`src/hdl/acc_pkg.sv`:
```
// constants for the analog comparator control block
package acc_pkg;
  localparam int NUM_CMP = 2;
  localparam int NUM_PHASES = 4;
  localparam logic [1:0] PHASE_Q1 = 2'h0;
  // byte offsets on the register bus
  localparam logic [7:0] OFF_CTRL0 = 8'h00;
  localparam logic [7:0] OFF_CTRL1 = 8'h04;
  localparam logic [7:0] OFF_SHARED = 8'h08;
  localparam logic [7:0] OFF_FLAG = 8'h0C;
  localparam logic [7:0] OFF_EVEN = 8'h10;
  localparam logic [7:0] OFF_IRQCTL = 8'h14;
  localparam logic [7:0] OFF_PINCTL = 8'h18;
  // comparator control register fields
  localparam int BIT_ENABLE = 7;
  localparam int BIT_RESULT = 6;
  localparam int BIT_OE = 5;
  localparam int BIT_INVERT = 4;
  localparam int BIT_SPEED = 3;
  localparam int BIT_NSRC = 2;
  localparam int SEL_LSB = 0;
  localparam int SEL_WIDTH = 2;
  // irq control register fields
  localparam int BIT_PERIPH_IE = 0;
  localparam int BIT_GLOBAL_IE = 1;
  // pin control register: direction bits low, port data latch above
  localparam int DIR_LSB = 0;
  localparam int LATCH_LSB = 2;
  // reset values and bus response codes
  localparam logic [7:0] CTRL_RESET = 8'h08;
  localparam logic [1:0] FLAG_RESET = 2'h0;
  localparam logic [1:0] EVEN_RESET = 2'h0;
  localparam logic [1:0] IRQCTL_RESET = 2'h0;
  localparam logic [3:0] PINCTL_RESET = 4'h3;
  localparam logic [1:0] RESP_OKAY = 2'h0;
  localparam logic [1:0] RESP_SLVERR = 2'h2;
endpackage : acc_pkg

```
`src/hdl/acc_channel.sv`:
```
// one comparator: result latch, mismatch latch pair and event edge
`timescale 1ns/1ps
module acc_channel (
  input wire logic clk,
  input wire logic rst_b,
  input wire logic raw_async,
  input wire logic enable,
  input wire logic invert,
  input wire logic q1,
  input wire logic capture,
  output logic result,
  output logic live_result,
  output logic mismatch,
  output logic event_pulse
);
  logic raw_sync;
  logic read_latch;
  logic mismatch_d;

  acc_sync u_sync (
    .clk(clk),
    .rst_b(rst_b),
    .async_in(raw_async),
    .sync_out(raw_sync)
  );

  // disabled comparator reports the polarity bit so the latches can be preset
  assign live_result = enable ? (raw_sync ^ invert) : invert;
  assign mismatch = read_latch ^ result;
  assign event_pulse = mismatch & ~mismatch_d;

  always_ff @(posedge clk or negedge rst_b) begin
    if (!rst_b) begin
      result <= 1'b0;
      read_latch <= 1'b0;
      mismatch_d <= 1'b0;
    end else begin
      if (q1) begin
        result <= live_result;
      end
      // a read in a q1 cycle takes the old level: the change still shows as a mismatch
      if (capture) begin
        read_latch <= result;
      end
      mismatch_d <= mismatch;
    end
  end
endmodule : acc_channel

```
`src/hdl/acc_sync.sv`:
```
// two flip-flop synchroniser for one asynchronous level
`timescale 1ns/1ps
module acc_sync (
  input wire logic clk,
  input wire logic rst_b,
  input wire logic async_in,
  output logic sync_out
);
  logic stage1;

  always_ff @(posedge clk or negedge rst_b) begin
    if (!rst_b) begin
      stage1 <= 1'b0;
      sync_out <= 1'b0;
    end else begin
      stage1 <= async_in;
      sync_out <= stage1;
    end
  end
endmodule : acc_sync

```
`src/hdl/acc_top.sv`:
```
// analog comparator control block with an axi4-lite register slave
//
// The AXI4-Lite slave port and the address map were decided locally.
`timescale 1ns/1ps
module acc_top #(
  parameter int N = acc_pkg::NUM_CMP
) (
  input wire logic clk,
  input wire logic rst_b,
  // axi4-lite slave
  input wire logic [7:0] s_axi_awaddr,
  input wire logic [2:0] s_axi_awprot,
  input wire logic s_axi_awvalid,
  output logic s_axi_awready,
  input wire logic [31:0] s_axi_wdata,
  input wire logic [3:0] s_axi_wstrb,
  input wire logic s_axi_wvalid,
  output logic s_axi_wready,
  output logic [1:0] s_axi_bresp,
  output logic s_axi_bvalid,
  input wire logic s_axi_bready,
  input wire logic [7:0] s_axi_araddr,
  input wire logic [2:0] s_axi_arprot,
  input wire logic s_axi_arvalid,
  output logic s_axi_arready,
  output logic [31:0] s_axi_rdata,
  output logic [1:0] s_axi_rresp,
  output logic s_axi_rvalid,
  input wire logic s_axi_rready,
  // analog side
  input wire logic [N-1:0] raw_result,
  output logic [N-1:0] comparator_enable,
  output logic [N*2-1:0] inverting_input_select,
  output logic [N-1:0] noninverting_source_select,
  output logic [N-1:0] speed_power_select,
  // comparator output pins
  input wire logic [N-1:0] pin_in,
  output logic [N-1:0] pin_out,
  output logic [N-1:0] pin_oe,
  // processor interrupt
  output logic irq
);
  typedef logic [7:0] acc_byte_type;

  // register state
  acc_byte_type cfg [N];
  logic [N-1:0] comparator_event_flag;
  logic [N-1:0] comparator_event_enable;
  logic peripheral_irq_enable;
  logic global_irq_enable;
  logic [N-1:0] pin_direction_bit;
  logic [N-1:0] port_latch;

  // bus state
  logic aw_held;
  logic w_held;
  logic [7:0] aw_addr;
  logic [31:0] w_data;
  logic [3:0] w_strb;
  logic [1:0] phase;

  // channel signals
  logic [N-1:0] result;
  logic [N-1:0] live_result;
  logic [N-1:0] mismatch;
  logic [N-1:0] event_pulse;
  logic [N-1:0] capture;

  // decode shared by read and write paths
  function automatic logic is_mapped(input logic [7:0] addr);
    is_mapped = (addr == acc_pkg::OFF_CTRL0) || (addr == acc_pkg::OFF_CTRL1)
      || (addr == acc_pkg::OFF_SHARED) || (addr == acc_pkg::OFF_FLAG)
      || (addr == acc_pkg::OFF_EVEN) || (addr == acc_pkg::OFF_IRQCTL)
      || (addr == acc_pkg::OFF_PINCTL);
  endfunction : is_mapped

  function automatic logic [1:0] ctrl_hit(input logic [7:0] addr);
    ctrl_hit = {addr == acc_pkg::OFF_CTRL1, addr == acc_pkg::OFF_CTRL0};
  endfunction : ctrl_hit

  // bus handshakes
  wire ar_take = s_axi_arvalid && s_axi_arready;
  wire do_write = aw_held && w_held && !s_axi_bvalid;
  wire wr_lane0 = do_write && w_strb[0];
  wire [1:0] wr_ctrl = ctrl_hit(aw_addr) & {2{wr_lane0}};
  wire [1:0] rd_ctrl = ctrl_hit(s_axi_araddr) & {2{ar_take}};
  wire wr_flag = wr_lane0 && (aw_addr == acc_pkg::OFF_FLAG);
  wire wr_even = wr_lane0 && (aw_addr == acc_pkg::OFF_EVEN);
  wire wr_irqctl = wr_lane0 && (aw_addr == acc_pkg::OFF_IRQCTL);
  wire wr_pinctl = wr_lane0 && (aw_addr == acc_pkg::OFF_PINCTL);
  wire q1 = (phase == acc_pkg::PHASE_Q1);
  wire phase_last = (phase == 2'(acc_pkg::NUM_PHASES - 1));

  assign s_axi_awready = !aw_held && !s_axi_bvalid;
  assign s_axi_wready = !w_held && !s_axi_bvalid;
  assign s_axi_arready = !s_axi_rvalid;

  // every control register write with byte lane 0 strobed starts with a read of it, so both clear the mismatch
  assign capture = rd_ctrl | wr_ctrl;

  // the flag register: events win over a software clear in the same cycle
  wire [N-1:0] next_flag = (wr_flag ? w_data[N-1:0] : comparator_event_flag)
    | event_pulse;

  assign irq = |(comparator_event_flag & comparator_event_enable)
    && peripheral_irq_enable && global_irq_enable;

  // read data mux
  logic [31:0] next_rdata;
  always_comb begin
    next_rdata = 32'h0000_0000;
    if (s_axi_araddr == acc_pkg::OFF_CTRL0) begin
      next_rdata[7:0] = cfg[0];
      next_rdata[acc_pkg::BIT_RESULT] = result[0];
    end else if (s_axi_araddr == acc_pkg::OFF_CTRL1) begin
      next_rdata[7:0] = cfg[1];
      next_rdata[acc_pkg::BIT_RESULT] = result[1];
    end else if (s_axi_araddr == acc_pkg::OFF_SHARED) begin
      next_rdata[N-1:0] = result;
    end else if (s_axi_araddr == acc_pkg::OFF_FLAG) begin
      next_rdata[N-1:0] = comparator_event_flag;
    end else if (s_axi_araddr == acc_pkg::OFF_EVEN) begin
      next_rdata[N-1:0] = comparator_event_enable;
    end else if (s_axi_araddr == acc_pkg::OFF_IRQCTL) begin
      next_rdata[acc_pkg::BIT_PERIPH_IE] = peripheral_irq_enable;
      next_rdata[acc_pkg::BIT_GLOBAL_IE] = global_irq_enable;
    end else if (s_axi_araddr == acc_pkg::OFF_PINCTL) begin
      next_rdata[acc_pkg::DIR_LSB +: N] = pin_direction_bit;
      next_rdata[acc_pkg::LATCH_LSB +: N] = port_latch;
    end
  end

  // instruction cycle phase counter
  always_ff @(posedge clk or negedge rst_b) begin
    if (!rst_b) begin
      phase <= acc_pkg::PHASE_Q1;
    end else if (phase_last) begin
      phase <= acc_pkg::PHASE_Q1;
    end else begin
      phase <= phase + 2'h1;
    end
  end

  // write address and data are taken in either order
  always_ff @(posedge clk or negedge rst_b) begin
    if (!rst_b) begin
      aw_held <= 1'b0;
      w_held <= 1'b0;
      aw_addr <= 8'h00;
      w_data <= 32'h0000_0000;
      w_strb <= 4'h0;
      s_axi_bvalid <= 1'b0;
      s_axi_bresp <= acc_pkg::RESP_OKAY;
    end else begin
      if (s_axi_awvalid && s_axi_awready) begin
        aw_held <= 1'b1;
        aw_addr <= s_axi_awaddr;
      end
      if (s_axi_wvalid && s_axi_wready) begin
        w_held <= 1'b1;
        w_data <= s_axi_wdata;
        w_strb <= s_axi_wstrb;
      end
      if (do_write) begin
        aw_held <= 1'b0;
        w_held <= 1'b0;
        s_axi_bvalid <= 1'b1;
        s_axi_bresp <= is_mapped(aw_addr) ? acc_pkg::RESP_OKAY : acc_pkg::RESP_SLVERR;
      end else if (s_axi_bvalid && s_axi_bready) begin
        s_axi_bvalid <= 1'b0;
      end
    end
  end

  always_ff @(posedge clk or negedge rst_b) begin
    if (!rst_b) begin
      s_axi_rvalid <= 1'b0;
      s_axi_rdata <= 32'h0000_0000;
      s_axi_rresp <= acc_pkg::RESP_OKAY;
    end else if (ar_take) begin
      s_axi_rvalid <= 1'b1;
      s_axi_rdata <= next_rdata;
      s_axi_rresp <= is_mapped(s_axi_araddr) ? acc_pkg::RESP_OKAY : acc_pkg::RESP_SLVERR;
    end else if (s_axi_rvalid && s_axi_rready) begin
      s_axi_rvalid <= 1'b0;
    end
  end

  // shared registers; the result bit is read-only
  always_ff @(posedge clk or negedge rst_b) begin
    if (!rst_b) begin
      comparator_event_flag <= acc_pkg::FLAG_RESET;
      comparator_event_enable <= acc_pkg::EVEN_RESET;
      peripheral_irq_enable <= acc_pkg::IRQCTL_RESET[acc_pkg::BIT_PERIPH_IE];
      global_irq_enable <= acc_pkg::IRQCTL_RESET[acc_pkg::BIT_GLOBAL_IE];
      pin_direction_bit <= acc_pkg::PINCTL_RESET[acc_pkg::DIR_LSB +: 2];
      port_latch <= acc_pkg::PINCTL_RESET[acc_pkg::LATCH_LSB +: 2];
    end else begin
      comparator_event_flag <= next_flag;
      if (wr_even) begin
        comparator_event_enable <= w_data[N-1:0];
      end
      if (wr_irqctl) begin
        peripheral_irq_enable <= w_data[acc_pkg::BIT_PERIPH_IE];
        global_irq_enable <= w_data[acc_pkg::BIT_GLOBAL_IE];
      end
      if (wr_pinctl) begin
        pin_direction_bit <= w_data[acc_pkg::DIR_LSB +: N];
        port_latch <= w_data[acc_pkg::LATCH_LSB +: N];
      end
    end
  end

  genvar i;
  generate
    for (i = 0; i < N; i++) begin : g_cmp
      // new config lands in the same edge as the latch capture, after it
      always_ff @(posedge clk or negedge rst_b) begin
        if (!rst_b) begin
          cfg[i] <= acc_pkg::CTRL_RESET;
        end else if (wr_ctrl[i]) begin
          cfg[i] <= w_data[7:0] & ~(8'h01 << acc_pkg::BIT_RESULT);
        end
      end

      // event path ignores the pin output enable entirely
      acc_channel u_channel (
        .clk(clk),
        .rst_b(rst_b),
        .raw_async(raw_result[i]),
        .enable(cfg[i][acc_pkg::BIT_ENABLE]),
        .invert(cfg[i][acc_pkg::BIT_INVERT]),
        .q1(q1),
        .capture(capture[i]),
        .result(result[i]),
        .live_result(live_result[i]),
        .mismatch(mismatch[i]),
        .event_pulse(event_pulse[i])
      );

      assign comparator_enable[i] = cfg[i][acc_pkg::BIT_ENABLE];
      assign inverting_input_select[i*2 +: 2] =
        cfg[i][acc_pkg::SEL_LSB +: acc_pkg::SEL_WIDTH];
      assign noninverting_source_select[i] = cfg[i][acc_pkg::BIT_NSRC];
      assign speed_power_select[i] = cfg[i][acc_pkg::BIT_SPEED];
      // pin path bypasses the instruction-cycle latch to keep its delay short
      assign pin_out[i] = cfg[i][acc_pkg::BIT_OE]
        ? (cfg[i][acc_pkg::BIT_ENABLE] & live_result[i]) : port_latch[i];
      assign pin_oe[i] = ~pin_direction_bit[i];

      a_flag_on_event: assert property (@(posedge clk) disable iff (!rst_b)
        event_pulse[i] |=> comparator_event_flag[i])
        else $error("event did not set flag");
      a_flag_sticky: assert property (@(posedge clk) disable iff (!rst_b)
        comparator_event_flag[i] && !wr_flag |=> comparator_event_flag[i])
        else $error("flag cleared without software write");
      a_read_clears_mismatch: assert property (@(posedge clk) disable iff (!rst_b)
        capture[i] && !q1 |=> !mismatch[i])
        else $error("read did not clear mismatch");
      a_result_q1_only: assert property (@(posedge clk) disable iff (!rst_b)
        !q1 |=> $stable(result[i]))
        else $error("result changed outside q1");
      a_disabled_level: assert property (@(posedge clk) disable iff (!rst_b)
        q1 && !cfg[i][acc_pkg::BIT_ENABLE] |=> result[i] == $past(cfg[i][acc_pkg::BIT_INVERT]))
        else $error("disabled result not set by invert bit");
      a_event_one_cycle: assert property (@(posedge clk) disable iff (!rst_b)
        event_pulse[i] |=> !event_pulse[i])
        else $error("event held longer than one cycle");
      a_pin_gate: assert property (@(posedge clk) disable iff (!rst_b)
        cfg[i][acc_pkg::BIT_OE] && !cfg[i][acc_pkg::BIT_ENABLE] |-> !pin_out[i])
        else $error("disabled comparator drove its pin high");
      a_mismatch_edge: assert property (@(posedge clk) disable iff (!rst_b)
        q1 && !capture[i] && (live_result[i] != result[i]) && !mismatch[i]
        |=> mismatch[i] ##1 !event_pulse[i])
        else $error("result change gave no single mismatch edge");
      // mismatch may only move when a latch is loaded
      a_mismatch_steady: assert property (@(posedge clk) disable iff (!rst_b)
        !q1 && !capture[i] |=> $stable(mismatch[i]))
        else $error("mismatch changed with no latch update");
      a_write_clears: assert property (@(posedge clk) disable iff (!rst_b)
        wr_ctrl[i] && !q1 |=> !mismatch[i])
        else $error("control write did not clear mismatch");
      a_event_needs: assert property (@(posedge clk) disable iff (!rst_b)
        event_pulse[i] |-> mismatch[i])
        else $error("event without mismatch");
      a_flag_write: assert property (@(posedge clk) disable iff (!rst_b)
        wr_flag |=> comparator_event_flag[i] == ($past(w_data[i]) | $past(event_pulse[i])))
        else $error("flag write not applied");
      a_cfg_write: assert property (@(posedge clk) disable iff (!rst_b)
        wr_ctrl[i] |=> cfg[i][acc_pkg::BIT_ENABLE] == $past(w_data[acc_pkg::BIT_ENABLE])
          && cfg[i][acc_pkg::BIT_INVERT] == $past(w_data[acc_pkg::BIT_INVERT]))
        else $error("control write did not apply enable and polarity");
      a_pin_follows: assert property (@(posedge clk) disable iff (!rst_b)
        cfg[i][acc_pkg::BIT_OE] && cfg[i][acc_pkg::BIT_ENABLE] |-> pin_out[i] == live_result[i])
        else $error("pin does not follow comparator");
      a_pin_latch: assert property (@(posedge clk) disable iff (!rst_b)
        !cfg[i][acc_pkg::BIT_OE] |-> pin_out[i] == port_latch[i])
        else $error("pin does not follow port latch");
    end
  endgenerate

  a_irq_gate: assert property (@(posedge clk) disable iff (!rst_b)
    irq |-> peripheral_irq_enable && global_irq_enable && |comparator_event_enable)
    else $error("interrupt raised while not enabled");
  a_write_answer: assert property (@(posedge clk) disable iff (!rst_b)
    do_write |=> s_axi_bvalid && !aw_held && !w_held)
    else $error("write not answered one cycle after execution");
  a_mirror_read: assert property (@(posedge clk) disable iff (!rst_b)
    ar_take && s_axi_araddr == acc_pkg::OFF_SHARED |=> s_axi_rvalid
      && s_axi_rdata[N-1:0] == $past(result))
    else $error("shared register did not mirror results");
  a_speed_reset: assert property (@(posedge clk) disable iff (!rst_b)
    $rose(s_axi_rvalid) && $past(s_axi_araddr) == acc_pkg::OFF_CTRL0
      && $past(cfg[0]) == acc_pkg::CTRL_RESET |-> s_axi_rdata[acc_pkg::BIT_SPEED])
    else $error("speed bit not high at reset value");
  a_irq_on_flag: assert property (@(posedge clk) disable iff (!rst_b)
    |(comparator_event_flag & comparator_event_enable) && peripheral_irq_enable
      && global_irq_enable |-> irq)
    else $error("enabled flag raised no interrupt");
  a_read_answer: assert property (@(posedge clk) disable iff (!rst_b)
    ar_take |=> s_axi_rvalid)
    else $error("read not answered one cycle after address");
  a_phase_wrap: assert property (@(posedge clk) disable iff (!rst_b)
    phase_last |=> q1)
    else $error("instruction cycle did not wrap to q1");
  a_bresp_unmapped: assert property (@(posedge clk) disable iff (!rst_b)
    do_write && !is_mapped(aw_addr) |=> s_axi_bresp == acc_pkg::RESP_SLVERR)
    else $error("unmapped write not refused");
endmodule : acc_top
```
`config.mk`:
```
export PLATFORM = sky130hd
export DESIGN_NAME = acc_top
export DESIGN_NICKNAME = d
export VERILOG_FILES = /design/src/hdl/acc_pkg.sv /design/src/hdl/acc_channel.sv /design/src/hdl/acc_sync.sv /design/src/hdl/acc_top.sv
export SDC_FILE = /design/constraint.sdc
export NUM_CORES = 1
export LEC_CHECK = 0
export BUFFER_PORTS_ARGS = -buffer_cell sky130_fd_sc_hd__clkbuf_2
export CORE_MARGIN = 1.5
export CORE_UTILIZATION = 40
export CTS_CLUSTER_DIAMETER = 50
export DETAILED_ROUTE_END_ITERATION = 8
export GPL_TIMING_DRIVEN = 0
export PLACE_DENSITY = 0.68
export REMOVE_ABC_BUFFERS = 1
export SETUP_SLACK_MARGIN = 0.4
export SLEW_MARGIN = 40
export SYNTH_ARGS = -nofsm -noshare
export SYNTH_HDL_FRONTEND = slang
export SYNTH_SLANG_ARGS = --single-unit
export TNS_END_PERCENT = 100
```
`constraint.sdc`:
```
create_clock -name clk -period 4 [get_ports clk]
set_clock_uncertainty 0.15 [all_clocks]
set_input_delay 0.4 -clock clk [delete_from_list [all_inputs] [get_ports clk]]
set_output_delay 0.4 -clock clk [all_outputs]
set_load 0.05 [all_outputs]
```
== Word level (Yosys, flattened, before mapping) ==
Index checks and enable logic that the tools add are counted.
Widths: inputs -> output; s select.

* Add/sub/neg operators: 1
* Equal/unequal tests: 13
* Muxes and demuxes: 28
* Bitwise logic cells: 17
* Reduce and logical (&&, ||, !) cells: 40

{| class="wikitable"
|+ Operator list
! operator !! number
|-
| $eq 8x5->1 const B || 6
|-
| $eq 8x4->1 const B || 4
|-
| $mux 2 || 12
|-
| $eq 8x3->1 const B || 2
|-
| $logic_and 1x1->1 || 16
|-
| $logic_not 8->1 || 2
|-
| $logic_or 1x1->1 || 12
|-
| $mux 1 || 12
|-
| $mux 4 || 3
|-
| $mux 8 || 1
|-
| $reduce_bool 2->1 || 4
|-
| $and 2x2->2 || 3
|-
| $and 1x1->1 || 4
|-
| $logic_not 1->1 || 4
|-
| $not 1->1 || 4
|-
| $or 2x2->2 || 2
|-
| $xor 1x1->1 || 4
|-
| $add 2x1->2 const B || 1
|-
| $eq 2x2->1 const B || 1
|-
| $logic_not 2->1 || 1
|-
| $reduce_or 2->1 || 1
|}

* Flip-flop bits (word level): 69
* Input port bits: 69
* Output and inout port bits: 56
* Word-level logic and storage cells: 128

== Depth between registers and ports, before layout ==
* Word-level depth: 8
* Gate-level depth with buffers: 5
* Depth with buffers taken out: 4

== Cells and area by module ==
From an unflattened synthesis, not the netlist that was laid out.

* Cells, all modules: 273
* Area total of the unflattened synthesis: 3154.3 um2

{| class="wikitable"
|+ By module, submodules not included
! module !! instances !! cells each !! area each (um2) !! sequential area each (um2)
|-
| acc_top || 1 || 247 || 2783.9 || 1406.3
|-
| acc_channel || 2 || 11 || 135.1 || 75.1
|-
| acc_sync || 2 || 2 || 50.0 || 50.0
|}

== Least setup slack after synthesis ==
Ideal clock, no wire load.

* Path type: register -> register
* Start: reg s_axi_bvalid
* End: reg aw_addr[0]
* Library setup time: 0.125 ns
* Arrival: 2.203 ns
* Required time: 3.725 ns
* Path slack: 1.522 ns
* Stages on the path, launching flop included: 5
* Buffers on the path: 1
* Clock period less this slack: 2.478 ns
* Path through: dfrtp_1 > nor2_1 > and2_1 > clkbuf_1 > mux2_2

* Cells in the longest elaborated chain, start to end: 3

{| class="wikitable"
|+ Ends and longest elaborated chain
! element !! line !! text
|-
| start: declaration || acc_top.sv:20 || <nowiki>output logic s_axi_bvalid,</nowiki>
|-
| start signal: assignment || acc_top.sv:152 || <nowiki>s_axi_bvalid <= 1'b0;</nowiki>
|-
| start signal: assignment || acc_top.sv:167 || <nowiki>s_axi_bvalid <= 1'b1;</nowiki>
|-
| start signal: assignment || acc_top.sv:170 || <nowiki>s_axi_bvalid <= 1'b0;</nowiki>
|-
| $logic_not 1->1 || acc_top.sv:94 || <nowiki>assign s_axi_awready = !aw_held && !s_axi_bvalid;</nowiki>
|-
| $logic_and 1x1->1 || acc_top.sv:94 ||
|-
| via s_axi_awready || acc_top.sv:14 || <nowiki>output logic s_axi_awready,</nowiki>
|-
| $logic_and 1x1->1 || acc_top.sv:155 || <nowiki>if (s_axi_awvalid && s_axi_awready) begin</nowiki>
|-
| end signal: assignment || acc_top.sv:157 || <nowiki>aw_addr <= s_axi_awaddr;</nowiki>
|-
| end: declaration || acc_top.sv:57 || <nowiki>logic [7:0] aw_addr;</nowiki>
|}

The timed path passes the listed nets, and every way through them passes these cells.
A chain may end at the register's enable or synchronous reset.

== Worst setup path after layout ==
* Start: reg s_axi_bvalid
* End: reg g_cmp[1].u_channel.read_latch

* Cells in the longest elaborated chain, start to end: 5

{| class="wikitable"
|+ Ends and longest elaborated chain
! element !! line !! text
|-
| $logic_not 1->1 || acc_top.sv:83 || <nowiki>wire do_write = aw_held && w_held && !s_axi_bvalid;</nowiki>
|-
| $logic_and 1x1->1 || acc_top.sv:83 ||
|-
| $logic_and 1x1->1 || acc_top.sv:84 || <nowiki>wire wr_lane0 = do_write && w_strb[0];</nowiki>
|-
| $and 2x2->2 || acc_top.sv:85 || <nowiki>wire [1:0] wr_ctrl = ctrl_hit(aw_addr) & {2{wr_lane0}};</nowiki>
|-
| $or 2x2->2 || acc_top.sv:99 || <nowiki>assign capture = rd_ctrl | wr_ctrl;</nowiki>
|-
| end signal: assignment || acc_channel.sv:43 || <nowiki>read_latch <= result;</nowiki>
|-
| end: declaration || acc_channel.sv:17 || <nowiki>logic read_latch;</nowiki>
|}

No other way between the ends.

==> impl_results.md <==
- Antenna cells: 0
- Primary FF master, synth: dfrtp_1
- Placeable Area: 0.00773 mm2
- Critical-path cell list: nor4bb_1, nand4_1, nand2_1, mux2_2
- Unique masters post-synth: 48
- Crit-path max FO: 8
- Hold Vio Cnt, Final: 0
- Number of synthesized flops with an enable pin: 0
- Largest net degree at the start of global routing: 67
- Yosys top cell by area: dfrtp_1
- Congestion Overflow GR: 0
- CP Data Arrival Time: 2390 ps
- Peak Freq: 432 MHz
- Outcome: finished clean
- Routed Antenna Nets: 0
- Critical path type: flip-flop to flip-flop
- Layout area overhead: 14.7%
- Reg2reg end: g_cmp[1].u_channel.read_latch$_DFFE_PN0P_
- Initial antenna violation count: 0
- PortBufs: 62
- Clock sink count: 66
- Max stage delay cell, worst path: nand4_1
- Setup TNS: 0 ps
- Rel. slew slack: 0.597
- Average vias per placed instance: 5.00
- MaxCap Viol Count: 0
- Clock root buffer master: clkbuf_8
- CP Capture Type: flip-flop
- Core Rows: 32
- Synth Warn #: 0
- Post-synthesis cell count: 274
- Worst reg-to-reg setup slack: 1680 ps
- Hold WC Path Type: input pin to flip-flop
- # fillers: 740
- Hold Startpoint: raw_result[1]
- Post-route minimum period: 2320 ps
- Sequential share of the synthesized area: 0.518
- Worst IR Drop VDD: 0.349 mV
- Total die area: 0.00854 mm2
- Die width: 92.4 um
- RSZ-0062 raised after global routing: no
- Skew-Pair Late Insertion Delay: 330 ps
- Synthesized cell area: 0.00320 mm2
- R2R Path Start: s_axi_bvalid$_DFFE_PN0P_
- Count leader, synth: dfrtp_1
- CP required: 4070 ps
- Top post-synthesis cells by area: dfrtp_1 (49%), mux2_2 (13%), buf_4 (8.7%), dfstp_2 (3.3%), nor2_1 (2.3%)
- Post-CTS Setup Repair Bufs: 0
- GP Congestion: 0.815
- CTS tree: built
- Clock Path Buffers: 2
- Slew Viols, Final: 0
- Final worst path period share: 0.579
- #FFs+latches synth: 66
- Top-Level Pins: 125
- Clk slew on worst S/H paths: 70 ps
- Total GRT Usage: 0.159
- 1st-pass router iterations: 4
- Number of global-route vias before repair: 2150
- Hpwl dp: 4630 um
- Drc violations: 0
- Height of the die: 92.4 um
- Pwr per Cell Area: 622 mW/mm2
- Hold path depth: 1
- Initial Util: 0.414
- Static Leak: 1.86 nW
- Cts repair resizes: 0
- Per-cell routed wire length: 14.5 um
- Final setup vio count: 0
- Total power: 2.28 mW
- Reg2Reg Depth: 4
- Initial drt markers: 83
- Yosys top cell area share: 0.485
- Hold buffer count at cts: 1
- Critical Path Start Type: flip-flop
- Final layout net count: 402
- Via Count: 2191
- Share of layout cells above drive strength 1: 0.378
- Routed wire length: 6370 um
- Slowest stage delay, CP: 570 ps
- FFs w/ async S/R, synth: 1.00
- TritonCTS Buffers: 9
- First-pass GRT wire length: 10500 um
- H-tree Lvls: 3
- Avg Inst Size Synth: 11.7 um2
- Synth top cells by count: dfrtp_1 (62), mux2_2 (38), buf_4 (37)
- Worst hold endpoint: g_cmp[1].u_channel.u_sync.stage1$_DFF_PN0_
- Worst-margin pin slew: 603 ps
critical path: cells and delay by family (launching register included):
family	cells	cell delay (ps)
and+or+nand+nor	3	1250
DFF	1	440
muxes	1	350
per-stage QoR:
stage,worst slack (ps),area (um2),utilization,cells,hold WS (ps)
after floorplan,1630,2990,-,257,-45.6
after global placement,1710,3430,0.444,421,183
after detailed placement,1710,3440,0.445,421,187
after CTS,1680,3670,0.475,438,2.31
after global routing,1560,3670,0.475,438,2.60
final,1680,3670,0.475,438,18.1
power by group:
part | total, mW | internal [mW] | switching [mW]
Combinational | 0.647 | 0.230 | 0.417
Clock | 0.617 | 0.366 | 0.251
Sequential | 1.02 | 0.838 | 0.179
per-layer routing:
metal  GRT usage  vias up  wire length [um]
met4      0.0705        0                87
met2       0.248       77              3020
met1       0.216     1084              2950
met3      0.0312        6               313
li1            -     1024                 -
met5           0        -                 0
kinds of logic (layout without fill, tap and decap cells):
family | count (synthesis) | in the layout | synth area share
compound gates | 31 | 31 | 0.0720
xor+xnor | 6 | 6 | 0.0164
fa+ha+maj | 2 | 2 | 0.00783
buf+inv | 56 | 93 | 0.110
flops | 66 | 66 | 0.518
mux | 42 | 42 | 0.148
other cells | 1 | 26 | 0.00117
simple gates | 70 | 70 | 0.126
registers in the layout, summed over array words and instances, names as in the netlist, 2 cells and up:
name and count:
inverting_input_select 4, w_data 7, aw_addr 8, comparator_event_flag 2, g_cmp.u_channel.u_sync.sync_out 2, port_latch 2, pin_direction_bit 2, g_cmp.u_channel.u_sync.stage1 2
cfg 4, comparator_event_enable 2, g_cmp.u_channel.read_latch 2, g_cmp.u_channel.result 2, speed_power_select 2, s_axi_rdata 8, comparator_enable 2, phase 2
noninverting_source_select 2, g_cmp.u_channel.mismatch_d 2
cell type report:
type	instances	area (um2)	share of cell area
flip-flops and latches	66	1660	0.452
multi-input cells	177	1280	0.350
repair buffers	63	329	0.0897
clock buffers	11	141	0.0386
well taps	102	128	0.0348
clock inverters	5	77.6	0.0212
inverters	14	52.6	0.0143
worst max-delay path by stage:
stage	startpoint	slack, ps	to	depth (start not counted)
after detailed placement	aw_addr[0]$_DFFE_PN0P_	1710	g_cmp[1].u_channel.read_latch$_DFFE_PN0P_	4
after global routing	s_axi_bvalid$_DFFE_PN0P_	1560	g_cmp[1].u_channel.read_latch$_DFFE_PN0P_	4
after global placement	s_axi_araddr[3]	1710	g_cmp[0].u_channel.read_latch$_DFFE_PN0P_	5
after floorplan	s_axi_bvalid$_DFFE_PN0P_	1630	aw_addr[0]$_DFFE_PN0P_	3
final	s_axi_bvalid$_DFFE_PN0P_	1680	g_cmp[1].u_channel.read_latch$_DFFE_PN0P_	4
after CTS	aw_addr[0]$_DFFE_PN0P_	1680	g_cmp[1].u_channel.read_latch$_DFFE_PN0P_	4
cell usage in the layout, fill, tap and decap left out, drive strengths merged, types with 2 or more instances in the layout:
master	instances
clkinv	2
nand2	9
a222oi	4
and2	2
a31oi	3
mux2	40
dfrtp	62
xor2	6
nand4	4
mux2i	2
clkbuf	73
nand2b	4
a22oi	3
and3b	3
conb	26
nand3	11
a311oi	2
dfstp	4
o31ai	2
ha	2
nor2	20
bufinv	2
a21oi	5
inv	14
o21ai	5
a221oi	2
nor4	2
nor3	4
a22o	3
Power figures use the tool's default switching activity.
